[config.mk]
export PLATFORM = sky130hd
export DESIGN_NAME = ckc_top
export DESIGN_NICKNAME = d
export VERILOG_FILES = /design/src/design/ckc_top.v /design/src/design/ckc_divider.v /design/src/design/ckc_phase_cmp.v
export VERILOG_INCLUDE_DIRS = /design/src /design/src/design
export SDC_FILE = /design/constraint.sdc
export NUM_CORES = 1
export LEC_CHECK = 0
export BUFFER_PORTS_ARGS = -buffer_cell sky130_fd_sc_hd__buf_4
export CORE_UTILIZATION = 53
export DETAILED_ROUTE_END_ITERATION = 7
export HOLD_SLACK_MARGIN = 0.06
export PLACE_DENSITY = 0.72
export SLEW_MARGIN = 20
export SYNTH_ARGS = -nofsm -noshare
export SYNTH_HDL_FRONTEND = slang
export SYNTH_HIERARCHICAL = 1
export SYNTH_SLANG_ARGS = --single-unit
[constraint.sdc]
create_clock -name clk_i -period 4 [get_ports clk_i]
set_input_delay 1 -clock clk_i [delete_from_list [all_inputs] [get_ports clk_i]]
set_output_delay 1 -clock clk_i [all_outputs]
set_load 0.01 [all_outputs]
[src/design/ckc_regs.vh]
// Register map, field positions, reset values and constants of the clock controller.
// Assumes an 8-bit special-register port and a single 125 MHz system clock.
//
// What this block does
// - Three clock outputs: CPU, peripheral, USB
// - Crystal pin also accepts external 48 MHz
// - Oscillator inverter off only when bypass bit selects external clock
// - Phase comparator emits up/down from edge order
// - synth_enable bit 1 starts and stops synthesizer
// - synth_locked bit 0 follows lock detector
// - Bypass bit 2 selects external USB clock
// - cpu_double_speed bit 0: CPU tick every 2 or 1 oscillator periods
// - Peripheral timing bits act only in double speed
// - Peripheral timing bits placed in register 0
// - SPI timing bit 0 of register 1
// - Unused upper bits read zero
// - Control registers reset to all zeros
// - Output clocks gated by power mode
`ifndef CKC_REGS_VH
`define CKC_REGS_VH

`define CKC_ADDR_SPEED0     8'h8F
`define CKC_ADDR_SYNCTRL    8'hA3
`define CKC_ADDR_SYNDIV     8'hA4
`define CKC_ADDR_SPEED1     8'hAF

`define CKC_RST_BYTE        8'h00
`define CKC_ZERO_BYTE       8'h00

`define CKC_BIT_DOUBLE      0
`define CKC_BIT_TIMER0      1
`define CKC_BIT_TIMER1      2
`define CKC_BIT_TIMER2      3
`define CKC_BIT_UART        4
`define CKC_BIT_COUNTER     5
`define CKC_BIT_WATCHDOG    6
`define CKC_BIT_TWOWIRE     7
`define CKC_BIT_SPI         0

`define CKC_BIT_LOCKED      0
`define CKC_BIT_ENABLE      1
`define CKC_BIT_BYPASS      2

`define CKC_FB_MSB          7
`define CKC_FB_LSB          4
`define CKC_REF_MSB         3
`define CKC_REF_LSB         0

`define CKC_PWR_RUN         2'h0
`define CKC_PWR_IDLE        2'h1
`define CKC_PWR_DOWN        2'h2

`define CKC_NUM_PERIPH      8

`define CKC_VCO_INIT        16'h6000
`define CKC_VCO_MIN         16'h0400
`define CKC_VCO_MAX         16'hF000
`define CKC_VCO_STEP        16'h0001

`define CKC_LOCK_WIN        8'h03
`define CKC_LOCK_CNT        8'h10
`define CKC_ERR_MAX         8'hFF

`endif

[src/design/ckc_top.v]
// Clock controller: special-register port, CPU/peripheral/USB clock enables and synthesizer.
// Assumes clk_i samples the crystal pin; all derived clocks are one-cycle enables on clk_i.
// The power mode comes from the power manager on the same clock.
`timescale 1ns/1ns
`include "ckc_regs.vh"

module ckc_top (
	input wire clk_i,                 // System clock, 125 MHz
	input wire rstn_i,                // Synchronous reset, active low
	input wire xtal_input_pin_i,      // Crystal or external 48 MHz clock pin
	input wire [7:0] sfr_addr_i,      // Special-register address
	input wire [7:0] sfr_wdata_i,     // Write data
	input wire sfr_wr_i,              // Write strobe, one cycle
	input wire sfr_rd_i,              // Read strobe, one cycle
	input wire [1:0] pwr_mode_i,      // Power reduction mode
	output reg [7:0] sfr_rdata_o,     // Read data, valid cycle after strobe
	output reg sfr_hit_o,             // Read address belonged to this block
	output reg cpu_clk_en_o,          // CPU core clock enable
	output reg periph_clk_en_o,       // General peripheral and port sampling enable
	output reg [7:0] periph_tick_o,   // Per-peripheral clock enables
	output reg usb_clk_en_o,          // USB controller clock enable
	output reg osc_inv_en_o,          // Oscillator inverter enable
	output reg charge_pump_up_o,      // Charge pump up drive
	output reg charge_pump_dn_o,      // Charge pump down drive
	output reg synth_locked_o         // Synthesizer lock status
);

	// Decode of one special-register address
	function addr_hit;
		input [7:0] addr;
		input [7:0] target;
		begin
			addr_hit = (addr == target);
		end
	endfunction

	// Software-visible registers
	reg [7:0] speed0_reg;
	reg speed1_spi_reg;
	reg synth_enable_reg;
	reg bypass_reg;
	reg [7:0] divider_reg;

	// Crystal pin synchroniser and edge detect
	reg xtal_s1_reg;
	reg xtal_s2_reg;
	reg xtal_s3_reg;
	wire osc_tick;

	// Half-rate phase for standard-speed timing
	reg half_phase_reg;
	wire half_tick;
	wire cpu_tick;
	wire periph_base_tick;
	wire [7:0] periph_sel;
	wire [7:0] periph_fast;
	wire [7:0] periph_tick_next;

	// Synthesizer
	reg [15:0] vco_inc_reg;
	reg [16:0] vco_acc_reg;
	wire vco_tick;
	wire ref_tick;
	wire fb_tick;
	wire pfd_up;
	wire pfd_dn;
	wire pfd_locked;
	wire synth_run;
	wire usb_src_tick;

	// Power gating
	wire cpu_gate;
	wire periph_gate;
	wire usb_gate;

	wire wr_speed0;
	wire wr_speed1;
	wire wr_synctrl;
	wire wr_syndiv;

	assign wr_speed0 = sfr_wr_i & addr_hit(sfr_addr_i, `CKC_ADDR_SPEED0);
	assign wr_speed1 = sfr_wr_i & addr_hit(sfr_addr_i, `CKC_ADDR_SPEED1);
	assign wr_synctrl = sfr_wr_i & addr_hit(sfr_addr_i, `CKC_ADDR_SYNCTRL);
	assign wr_syndiv = sfr_wr_i & addr_hit(sfr_addr_i, `CKC_ADDR_SYNDIV);

	// Register writes
	always @(posedge clk_i) begin
		if (!rstn_i) begin
			speed0_reg <= `CKC_RST_BYTE;
			speed1_spi_reg <= 1'b0;
			synth_enable_reg <= 1'b0;
			bypass_reg <= 1'b0;
			divider_reg <= `CKC_RST_BYTE;
		end else begin
			if (wr_speed0) begin
				speed0_reg <= sfr_wdata_i;
			end
			if (wr_speed1) begin
				// Upper bits are not stored, so they can never read back as one
				speed1_spi_reg <= sfr_wdata_i[`CKC_BIT_SPI];
			end
			if (wr_synctrl) begin
				// Lock bit is owned by the detector; write data for it is dropped
				synth_enable_reg <= sfr_wdata_i[`CKC_BIT_ENABLE];
				bypass_reg <= sfr_wdata_i[`CKC_BIT_BYPASS];
			end
			if (wr_syndiv) begin
				divider_reg <= sfr_wdata_i;
			end
		end
	end

	// Register reads, registered one cycle after the strobe
	always @(posedge clk_i) begin
		if (!rstn_i) begin
			sfr_rdata_o <= `CKC_ZERO_BYTE;
			sfr_hit_o <= 1'b0;
		end else if (sfr_rd_i) begin
			sfr_hit_o <= 1'b1;
			case (sfr_addr_i)
				`CKC_ADDR_SPEED0: begin
					sfr_rdata_o <= speed0_reg;
				end
				`CKC_ADDR_SPEED1: begin
					sfr_rdata_o <= {7'h00, speed1_spi_reg};
				end
				`CKC_ADDR_SYNCTRL: begin
					sfr_rdata_o <= {5'h00, bypass_reg, synth_enable_reg, pfd_locked};
				end
				`CKC_ADDR_SYNDIV: begin
					sfr_rdata_o <= divider_reg;
				end
				default: begin
					sfr_rdata_o <= `CKC_ZERO_BYTE;
					sfr_hit_o <= 1'b0;
				end
			endcase
		end else begin
			sfr_rdata_o <= `CKC_ZERO_BYTE;
			sfr_hit_o <= 1'b0;
		end
	end

	// Pin passes three flops; edge detect looks only at the second and third
	always @(posedge clk_i) begin
		if (!rstn_i) begin
			xtal_s1_reg <= 1'b0;
			xtal_s2_reg <= 1'b0;
			xtal_s3_reg <= 1'b0;
		end else begin
			xtal_s1_reg <= xtal_input_pin_i;
			xtal_s2_reg <= xtal_s1_reg;
			xtal_s3_reg <= xtal_s2_reg;
		end
	end

	// One tick per oscillator period, whether crystal or external 48 MHz source
	assign osc_tick = xtal_s2_reg & ~xtal_s3_reg;

	always @(posedge clk_i) begin
		if (!rstn_i) begin
			half_phase_reg <= 1'b0;
		end else if (osc_tick) begin
			half_phase_reg <= ~half_phase_reg;
		end
	end

	assign half_tick = osc_tick & half_phase_reg;

	// Standard speed runs at half the oscillator rate, double speed at the full rate
	assign cpu_tick = speed0_reg[`CKC_BIT_DOUBLE] ? osc_tick : half_tick;
	assign periph_base_tick = cpu_tick;

	assign periph_sel = {speed0_reg[`CKC_BIT_TWOWIRE:`CKC_BIT_TIMER0], speed1_spi_reg};

	// Bit order of periph_tick_o: 7 two-wire .. 1 timer0, 0 SPI
	genvar gi;
	generate
		for (gi = 0; gi < `CKC_NUM_PERIPH; gi = gi + 1) begin : g_periph
			// A set selector halves the rate, but only once double speed is on
			assign periph_fast[gi] = speed0_reg[`CKC_BIT_DOUBLE] & ~periph_sel[gi];
			assign periph_tick_next[gi] = periph_fast[gi] ? osc_tick : half_tick;
		end
	endgenerate

	// Power gating of the three clocks
	assign cpu_gate = (pwr_mode_i == `CKC_PWR_RUN);
	assign periph_gate = (pwr_mode_i == `CKC_PWR_RUN) | (pwr_mode_i == `CKC_PWR_IDLE);
	// USB keeps its clock in idle so bus events can still be seen
	assign usb_gate = periph_gate;

	// Synthesizer: numerically controlled oscillator steered by the comparator
	assign synth_run = synth_enable_reg & ~bypass_reg;

	always @(posedge clk_i) begin
		if (!rstn_i || !synth_run) begin
			vco_inc_reg <= `CKC_VCO_INIT;
			vco_acc_reg <= 17'h0_0000;
		end else begin
			vco_acc_reg <= {1'b0, vco_acc_reg[15:0]} + {1'b0, vco_inc_reg};
			// Rate moves one step per cycle of phase error; clamped to a sane range
			if (pfd_up && !pfd_dn && vco_inc_reg < `CKC_VCO_MAX) begin
				vco_inc_reg <= vco_inc_reg + `CKC_VCO_STEP;
			end else if (pfd_dn && !pfd_up && vco_inc_reg > `CKC_VCO_MIN) begin
				vco_inc_reg <= vco_inc_reg - `CKC_VCO_STEP;
			end
		end
	end

	assign vco_tick = vco_acc_reg[16];

	ckc_divider u_ref_div (
		.clk_i(clk_i),
		.rstn_i(rstn_i),
		.en_i(synth_run),
		.tick_i(osc_tick),
		.ratio_i(divider_reg[`CKC_REF_MSB:`CKC_REF_LSB]),
		.tick_o(ref_tick)
	);

	ckc_divider u_fb_div (
		.clk_i(clk_i),
		.rstn_i(rstn_i),
		.en_i(synth_run),
		.tick_i(vco_tick),
		.ratio_i(divider_reg[`CKC_FB_MSB:`CKC_FB_LSB]),
		.tick_o(fb_tick)
	);

	ckc_phase_cmp u_phase_cmp (
		.clk_i(clk_i),
		.rstn_i(rstn_i),
		.en_i(synth_run),
		.ref_tick_i(ref_tick),
		.fb_tick_i(fb_tick),
		.up_o(pfd_up),
		.dn_o(pfd_dn),
		.locked_o(pfd_locked)
	);

	// USB source: external clock when bypassed, synthesizer output otherwise
	assign usb_src_tick = bypass_reg ? osc_tick : (synth_run & vco_tick);

	// Registered outputs
	always @(posedge clk_i) begin
		if (!rstn_i) begin
			cpu_clk_en_o <= 1'b0;
			periph_clk_en_o <= 1'b0;
			periph_tick_o <= `CKC_ZERO_BYTE;
			usb_clk_en_o <= 1'b0;
			osc_inv_en_o <= 1'b0;
			charge_pump_up_o <= 1'b0;
			charge_pump_dn_o <= 1'b0;
			synth_locked_o <= 1'b0;
		end else begin
			cpu_clk_en_o <= cpu_tick & cpu_gate;
			periph_clk_en_o <= periph_base_tick & periph_gate;
			periph_tick_o <= periph_gate ? periph_tick_next : `CKC_ZERO_BYTE;
			usb_clk_en_o <= usb_src_tick & usb_gate;
			// Inverter runs whenever the synthesizer path is the USB source, enabled or not
			osc_inv_en_o <= ~bypass_reg;
			charge_pump_up_o <= pfd_up;
			charge_pump_dn_o <= pfd_dn;
			synth_locked_o <= pfd_locked;
		end
	end

endmodule // ckc_top

[src/design/ckc_divider.v]
// Tick divider: passes one tick out of every ratio+1 ticks in.
// Assumes tick_i is a one-cycle enable on clk_i; ratio changes apply from the next input tick.
`timescale 1ns/1ns
`include "ckc_regs.vh"

module ckc_divider (
	input wire clk_i,        // System clock
	input wire rstn_i,       // Synchronous reset, active low
	input wire en_i,         // Divider running
	input wire tick_i,       // Input tick
	input wire [3:0] ratio_i, // Divide ratio minus one
	output reg tick_o        // Divided tick, one cycle
);

	reg [3:0] count_reg;

	always @(posedge clk_i) begin
		if (!rstn_i || !en_i) begin
			count_reg <= 4'h0;
			tick_o <= 1'b0;
		end else begin
			tick_o <= 1'b0;
			if (tick_i) begin
				if (count_reg >= ratio_i) begin
					count_reg <= 4'h0;
					tick_o <= 1'b1;
				end else begin
					count_reg <= count_reg + 4'h1;
				end
			end
		end
	end

endmodule // ckc_divider

[src/design/ckc_phase_cmp.v]
// Phase/frequency comparator with lock detector for the clock synthesizer.
// Assumes ref and feedback ticks are one-cycle pulses on clk_i.
`timescale 1ns/1ns
`include "ckc_regs.vh"

module ckc_phase_cmp (
	input wire clk_i,       // System clock
	input wire rstn_i,      // Synchronous reset, active low
	input wire en_i,        // Synthesizer enabled
	input wire ref_tick_i,  // Reference divider output
	input wire fb_tick_i,   // Feedback divider output
	output reg up_o,        // Feedback lags, speed up
	output reg dn_o,        // Feedback leads, slow down
	output reg locked_o     // Lock indicator
);

	reg [7:0] err_reg;
	reg [7:0] good_reg;
	wire up_next;
	wire dn_next;
	wire resolve;

	// Whichever edge arrives first opens its pulse; the other edge closes both
	assign up_next = up_o | ref_tick_i;
	assign dn_next = dn_o | fb_tick_i;
	assign resolve = up_next & dn_next;

	always @(posedge clk_i) begin
		if (!rstn_i || !en_i) begin
			up_o <= 1'b0;
			dn_o <= 1'b0;
			err_reg <= 8'h00;
			good_reg <= 8'h00;
			locked_o <= 1'b0;
		end else begin
			up_o <= up_next & ~resolve;
			dn_o <= dn_next & ~resolve;
			if (resolve) begin
				err_reg <= 8'h00;
				if (err_reg <= `CKC_LOCK_WIN) begin
					if (good_reg >= `CKC_LOCK_CNT) begin
						locked_o <= 1'b1;
					end else begin
						good_reg <= good_reg + 8'h01;
					end
				end else begin
					good_reg <= 8'h00;
					locked_o <= 1'b0;
				end
			end else if (up_next | dn_next) begin
				if (err_reg != `CKC_ERR_MAX) begin
					err_reg <= err_reg + 8'h01;
				end
				// Drop lock as soon as the phase error grows past the window
				if (err_reg >= `CKC_LOCK_WIN) begin
					good_reg <= 8'h00;
					locked_o <= 1'b0;
				end
			end
		end
	end

endmodule // ckc_phase_cmp

### Yosys cells after proc, flatten, opt, wreduce, memory -nomap -nowiden

Cells that the tools add are included.

| cells by class | value |
|---|---|
| $add $sub $neg | 7 |
| $lt $le $gt $ge | 7 |
| eq/ne operators | 8 |
| multiplexer cells | 28 |
| bitwise gates (word level) | 40 |
| reductions and logical operators | 22 |

Operators with widths:

| cell | number |
|---|---|
| 8-bit two-way mux | 5 |
| 8-bit == test (second input constant) | 4 |
| 16-bit two-way mux | 2 |
| 8-bit case mux with 4 select lines | 1 |
| 1-bit bitwise AND | 22 |
| 1-bit two-way mux | 18 |
| 16-bit by 16-bit adder with 17-bit output | 1 |
| 16-bit by 1-bit adder with 16-bit output (second input constant) | 1 |
| 8-bit by 1-bit adder with 8-bit output (second input constant) | 2 |
| 16-bit by 11-bit greater-than comparator with 1-bit output (second input constant) | 1 |
| 16-bit less-than comparator (second input constant) | 1 |
| 16-bit by 1-bit subtractor with 16-bit output (second input constant) | 1 |
| 1-bit NOT | 14 |
| 4-bit by 1-bit adder with 4-bit output (second input constant) | 2 |
| 4-bit greater-or-equal comparator | 2 |
| 8-bit by 2-bit greater-or-equal comparator with 1-bit output (second input constant) | 1 |
| 8-bit by 5-bit greater-or-equal comparator with 1-bit output (second input constant) | 1 |
| 8-bit by 2-bit <= comparator with 1-bit output (second input constant) | 1 |
| 4-bit two-way mux | 2 |
| 8-bit != test (second input constant) | 1 |
| 3-bit != test (second input constant) | 2 |
| 2-bit AND reduction | 3 |
| 3-bit AND reduction | 2 |
| 2-bit nonzero test | 3 |
| other kinds (8) | 19 |

| storage, ports and cells | value |
|---|---|
| flip-flop bits (word level) | 109 |
| input port bits | 23 |

### Logic depth before layout (Yosys ltp)

Gate-level depths: netlist of run 1.

| depth | value |
|---|---|
| depth after elaboration | 5 |
| depth in mapped cells | 11 |

### Hierarchy

Netlist of run 1, hierarchy kept.

Modules (own cells, without submodules):

| module | instances | cells an instance | area an instance (um2) | seq. area each (um2) |
|---|---|---|---|---|
| ckc_top | 1 | 472 | 4115.2 | 1601.5 |
| ckc_phase_cmp | 1 | 110 | 996.0 | 380.4 |
| ckc_divider | 2 | 37 | 346.6 | 100.1 |

### Worst setup path before layout of run 1

OpenSTA, ideal clock, no wires.

| timing path | value |
|---|---|
| path kind | reg-to-reg |
| start point | reg u_phase_cmp.up_o |
| end point | reg vco_inc_reg[15] |
| setup time | 0.135 ns |
| data arrival time | 2.647 ns |
| required time | 3.865 ns |
| setup slack | 1.218 ns |
| cell stages (with the launch flop) | 10 |
| clock period less this slack | 2.782 ns |
| cells stage by stage | dfxtp_1 -> nand3b_1 -> ha_1 -> clkbuf_1 -> nand4_1 -> or3_1 -> o21ai_0 -> mux2i_1 -> xnor2_1 -> nor2_1 |

| on the way | value |
|---|---|
| cells in the longest elaborated chain, start to end | 4 |

Ends and longest elaborated chain:

| element | line | text |
|---|---|---|
| start: declaration | ckc_phase_cmp.v:12 | `output reg up_o,` |
| start signal: assignment | ckc_phase_cmp.v:36 | `up_o <= up_next & ~resolve;` |
| 1-bit zero test | ckc_top.v:204 | `` end else if (pfd_dn && !pfd_up && vco_inc_reg > `CKC_VCO_MIN) begin `` |
| 1-bit logical AND | ckc_top.v:204 |  |
| 1-bit logical AND (no source line) | - |  |
| 2-bit nonzero test (no source line) | - |  |
| end signal: assignment | ckc_top.v:197 | `` vco_inc_reg <= `CKC_VCO_INIT; `` |
| end signal: assignment | ckc_top.v:203 | `` vco_inc_reg <= vco_inc_reg + `CKC_VCO_STEP; `` |
| end signal: assignment | ckc_top.v:205 | `` vco_inc_reg <= vco_inc_reg - `CKC_VCO_STEP; `` |
| end: declaration | ckc_top.v:60 | `reg [15:0] vco_inc_reg;` |

Several ways; a longest one is shown, not always the timed one.
A chain may end at the register's enable or synchronous reset.

### Worst setup path in the final report of run 1

| timing path | value |
|---|---|
| start point | reg u_phase_cmp.up_o |
| end point | reg vco_inc_reg[13] |

Same word-level chain as after synthesis.

==> results of run 1 <==
==> cells by family after synthesis <==
family | synth area share
and+or+nand+nor | 0.2035
AOI/OAI and AO/OA | 0.2201
DFF | 0.3759
adders and majority gates | 0.1017
buffers and inverters | 0.03427
xor gates and xnor gates | 0.04527
muxes | 0.01919
==> critical path, stage by stage, from the launching register on <==
cell	delay [ps]
dfxtp_1	480
nand3b_1	420
ha_1	460
a211oi_1	310
o21bai_1	140
o31ai_1	400
o21bai_1	170
a21boi_0	240
xor2_1	150
o21ai_0	80
==> per-stage QoR <==
step	cells	power (W)	cell area, sq um	hold slack (ps)	setup slack [ps]
after floorplan	656	0.001131	5804	409.3	1218
final	836	0.001751	6421	439.5	1036
after global placement	821	0.001157	6245	412.7	1175
after global routing	836	0.001815	6421	475.9	712.0
after CTS	836	0.001768	6421	443.9	1052
after detailed placement	821	0.001158	6245	424.2	1072
==> power breakdown <==
part / internal (W) / leakage [nW] / switching, W / total [W]
sequential: 0.00109 / 0.879 / 0.00000103 / 0.00109
combinational: 0.0000227 / 1.59 / 0.0000214 / 0.0000442
clock: 0.000258 / 0.0884 / 0.000360 / 0.000618
==> cell type report <==
cell class,count,area share
Sequential cell,109,0.3398
Tap cell,136,0.02650
Clock inverter,3,0.003313
Inverter,23,0.01345
Multi-Input combinational cell,502,0.5331
Clock buffer,12,0.02416
Timing Repair Buffer,51,0.05963
==> metal layers <==
metal,part of all wire,vias up
li1,-,2443
met1,0.49,2228
met2,0.46,104
met3,0.040,11
met4,0.012,0
met5,0,-
==> cell usage in the layout, fill, tap and decap left out, types with 16 or more instances in the layout <==
cell type,instances
dfxtp_1,109
nor2_1,66
nand2_1,65
buf_4,51
a21oi_1,48
ha_1,44
o21ai_0,25
inv_1,22
a21boi_0,17
nand3_1,16
xnor2_1,16
==> worst max path at each step <==
stage / endpoint / slack, ps
6_report: vco_inc_reg[13] / 1040
5_1_grt: vco_inc_reg[13] / 710
4_1_cts: vco_inc_reg[13] / 1050
3_3_place_gp: vco_inc_reg[13] / 1170
3_5_place_dp: vco_inc_reg[13] / 1070
2_1_floorplan: vco_inc_reg[15] / 1220
==> impl_metrics.yaml, run 1 <==
timing:
  tightest_slew_ps: 795.4
  setup_viol: 0
  fin_setup_tns_ps: 0
  skew_ps: 8.464
  max_freq_mhz: 337.4
  rsz0062_at_grt: "no"
  period_minus_slack_ps: 2964
  slew_headroom: 0.4657
  final.period_utilization: 0.7409
  final_hold_viol_count: 0
  drv_slew: 0
synth:
  ys_top_cells_by_count: "dfxtp_1, nor2_1, nand2_1"
  synthCells: 656
  synth_edf_count: 0
  synth_flop_cell: "dfxtp_1"
  yosys.area.top_type_share: 0.3759
  syn_area_sq_um: 5804
  syn_avg_cell_area_sq_um: 8.848
  synthTopCellsByArea: "dfxtp_1, ha_1, nor2_1"
  syn_nets: 725
  ys_async_sr_fraction: 0
  synth_seq_cells: 109
  ys_types: 69
  yosysTopAreaCell: "dfxtp_1"
  yosysWarnings: 6
  synth.most_common_cell: "dfxtp_1"
  ys_seq_area_frac: 0.3759
grt:
  grtUsageMet2: 0.3760
  grt_pass1_vias: 4469
  grt_start_max_net_pins: 39
  antenna_found_initial: 0
  grt_pass1_wl_mm: 20.80
  track_usage: 0.2252
  grt_util_met1: 0.2995
  grt_overflow: 0
  top_usage_layer: "met2"
  grt_use_met3: 0.03891
hold_path:
  min_to: "u_phase_cmp/good_reg[7]"
  hold_class: "reg2reg"
  min_from: "u_phase_cmp/good_reg[7]"
  min_path_cells: 2
outcome:
  status: "complete, no violations"
floorplanning:
  pin_count: 47
  initial_core_util: 0.5548
  rows: 37
  die_area_sq_um: 11370
  die_x_microns: 106.7
  core_sq_um: 10460
  die_h_microns: 106.7
cts:
  cts_buffer_depth: 2
  postCtsSetupBuffers: 0
  cts_root_buffer: "clkbuf_8"
  clk_pin_slew_ps: 100
  cts_resized: 0
  htree_levels: 3
  clock_sinks: 109
  clock_latency_ps: 370
  holdBufCountCts: 0
  cts_tree: "built"
  numCtsBuffers: 9
power:
  power_density_nw_per_um2: 272.6
  leakagePower_nw: 2.560
  ir_drop_v: 0.0002212
critical_path:
  reg2reg_from: "u_phase_cmp/up_o"
  required_ps: 4250
  worstPathArrival_ps: 3220
  setup.worst_path.class: "reg2reg"
  r2r_setup_slack_ps: 1040
  setup.worst_path.start: "u_phase_cmp/up_o"
  cp_max_fo: 11
  rr_endpoint: "vco_inc_reg[13]"
  startpoint_type: "flip-flop"
  r2r_cells: 9
  end_kind: "flip-flop"
detailed_routing:
  dr.pass1.iters: 4
  wl_per_cell_microns: 14.51
  ant_nets: 0
  vias: 4786
  post-route-drc-count: 0
  routed_wl_mm: 12.13
  drt_iter0_drc: 169
  vias_per_cell: 5.725
finish:
  fillers: 935
  final_nets: 765
  multiInputGateArea_sq_um: 3423
  area_delta_synth_final_pct: 10.63
  final_util: 0.6137
  regArea_sq_um: 2182
  diodes: 0
  largest_reg_flops: 17
  final_layout_size_suffix_gt1_frac: 0.1271
job:
  maxCapViolCount: 0
placement:
  port_buffers: 46
  post-dp-hpwl_mm: 8.915
  gp_congestion: 0.8418
Note: power is estimated with default switching activity, not from simulation.
==> run 2, diff against run 1 <==
==> constraint.sdc (replaced) <==
create_clock -name clk_i -period 3 [get_ports clk_i]
set_input_delay 0.75 -clock clk_i [delete_from_list [all_inputs] [get_ports clk_i]]
set_output_delay 0.75 -clock clk_i [all_outputs]
set_load 0.01 [all_outputs]
==> run 2 against run 1 <==
Critical path depth grew 2. Register-to-register slack lost 810 ps. Fmax grew 6.7%. Setup slack lost 810 ps. First-iteration DRC count grew 50%. Cell area grew 1.2%. Cell count grew 1.2%. Largest power group unchanged.
==> impl_metrics.yaml, run 2 (synthesized netlist as in run 1, its figures left out) <==
timing:
  max_freq_mhz: 359.9
  skew_ps: 10.57
  tightest_slew_ps: 770.5
  hold_ws_ps: 445.2
  period_minus_slack_ps: 2778
  setup_viol: 0
  slew_headroom: 0.4825
  final_hold_viol_count: 0
  fin_setup_tns_ps: 0
  drv_slew: 0
  final.period_utilization: 0.9261
  rsz0062_at_grt: "no"
power:
  p_sw_w: 0.0005486
  power_density_nw_per_um2: 362.7
  pwr-share-seq: 0.615
  p_int_w: 0.001809
  sw_frac_of_total: 0.2327
  pwr-share-clk: 0.359
  combPwrFrac: 0.025
  leakagePower_nw: 2.605
  ir_drop_v: 0.0002376
critical_path:
  crit_chain: "nand4_1, nand3b_1, buf_4, ha_1, a21oi_1, o21ai_0, a211oi_1, o21ai_0, a31oi_1, xor2_1, o211ai_1"
  setup.worst_path.class: "reg2reg"
  end_kind: "flip-flop"
  startpoint_type: "flip-flop"
  rr_endpoint: "vco_inc_reg[14]"
  worstPathArrival_ps: 3050
  critical-path-top-delay-family: "compound AO/OA/AOI/OAI gates"
  cp_slowest_cell: "dfxtp_1"
  reg2reg_from: "vco_inc_reg[12]"
  cp_common_cell: "o21ai_0"
  r2r_cells: 11
  critPathBufInv: 1
  slowest_delay_ps: 460
  r2r_setup_slack_ps: 220
  cp_max_fo: 11
  required_ps: 3270
detailed_routing:
  drt_iter0_drc: 254
  post-route-drc-count: 0
  wl_met1_mm: 5.859
  wl_per_cell_microns: 15.01
  vias: 4856
  route.met3.wl_microns: 628
  ant_nets: 0
  dr.pass1.iters: 4
  vias_per_cell: 5.740
  highest_layer: "met5"
  routed-wl-met2_mm: 5.996
  routed_wl_mm: 12.70
cts:
  clock_sinks: 109
  numCtsBuffers: 9
  cts_buffer_depth: 2
  cts_root_buffer: "clkbuf_8"
  holdBufCountCts: 0
  clk_pin_slew_ps: 110
  htree_levels: 3
  clock_latency_ps: 390
  cts_tree: "built"
floorplanning:
  die_x_microns: 106.7
  pin_count: 47
  core_sq_um: 10460
  die_area_sq_um: 11370
  initial_core_util: 0.5548
  die_h_microns: 106.7
  rows: 37
hold_path:
  hold_class: "reg2reg"
  min_from: "xtal_s1_reg"
  min_to: "xtal_s2_reg"
  min_path_cells: 1
grt:
  grt_pass1_wl_mm: 21.40
  grt_overflow: 0
  grt_pass1_vias: 4599
  antenna_found_initial: 1
  track_usage: 0.2350
  grt_start_max_net_pins: 39
placement:
  port_buffers: 46
  gp_congestion: 0.9241
  post-dp-hpwl_mm: 9.387
finish:
  final_layout_size_suffix_gt1_frac: 0.1423
  layout_commonest_cell: "dfxtp_1"
  final_util: 0.6214
  diodes: 0
  final_nets: 774
  largest_reg_flops: 17
  most-common-layout-cells: "dfxtp_1, nor2_1, nand2_1"
  fillers: 912
  area_delta_synth_final_pct: 12.01
job:
  maxCapViolCount: 0
outcome:
  status: "complete, no violations"
run 2: cell types whose count changed in the layout (fill, tap and decap cells not counted), sizes merged:
cell      change
clkinv        +1
clkbuf        -2
clkinvlp      +1
inv           +1
buf           +9
run 2: cell type report:
class,count,area (sq um),area share
clock buffer,10,137.6,0.02117
clock inverter,6,46.29,0.007121
inverter,23,86.33,0.01328
multi-input combinational,502,3428,0.5273
sequential,109,2182,0.3356
tap,136,170.2,0.02617
timing repair buffer,60,450.4,0.06928
run 2: power by group through the flow:
stage,Sequential [W],Combinational (W),Clock [W]
after global placement,0.00148,0.0000580,0
after floorplan,0.00149,0.0000229,0
after global routing,0.00145,0.0000645,0.000923
after detailed placement,0.00148,0.0000590,0
after CTS,0.00145,0.0000595,0.000872
final,0.00145,0.0000598,0.000847
run 2: worst max path at each step:
stage,from,to,slack [ps],depth (start not counted)
after CTS,vco_inc_reg[12],vco_inc_reg[13],130,10
after global routing,vco_inc_reg[12],vco_inc_reg[14],20,11
after global placement,vco_inc_reg[12],vco_inc_reg[15],240,10
after floorplan,u_phase_cmp/up_o,vco_inc_reg[15],220,9
final,vco_inc_reg[12],vco_inc_reg[14],220,11
after detailed placement,vco_inc_reg[12],vco_inc_reg[13],160,10
run 2: layer usage:
| metal | GRT usage | vias up |
|---|---|---|
| met5 | 0 | - |
| met4 | 0.09100 | 2 |
| met3 | 0.03283 | 19 |
| met2 | 0.3968 | 116 |
| met1 | 0.3032 | 2279 |
| li1 | - | 2440 |
run 2: repair_timing:
item                       4_1_cts  5_1_grt
setup endpoints to repair        0        4
setup buffers                    0        4
resized for setup                0        1
run 2: through the flow:
stage / setup WS, ps / cell area (sq um) / power, W / cells
2_1_floorplan: 217.6 / 5804 / 0.001508 / 656
3_3_place_gp: 239.9 / 6282 / 0.001543 / 826
3_5_place_dp: 158.8 / 6282 / 0.001544 / 826
4_1_cts: 126.4 / 6466 / 0.002382 / 842
5_1_grt: 21.55 / 6501 / 0.002440 / 846
6_report: 221.8 / 6501 / 0.002358 / 846
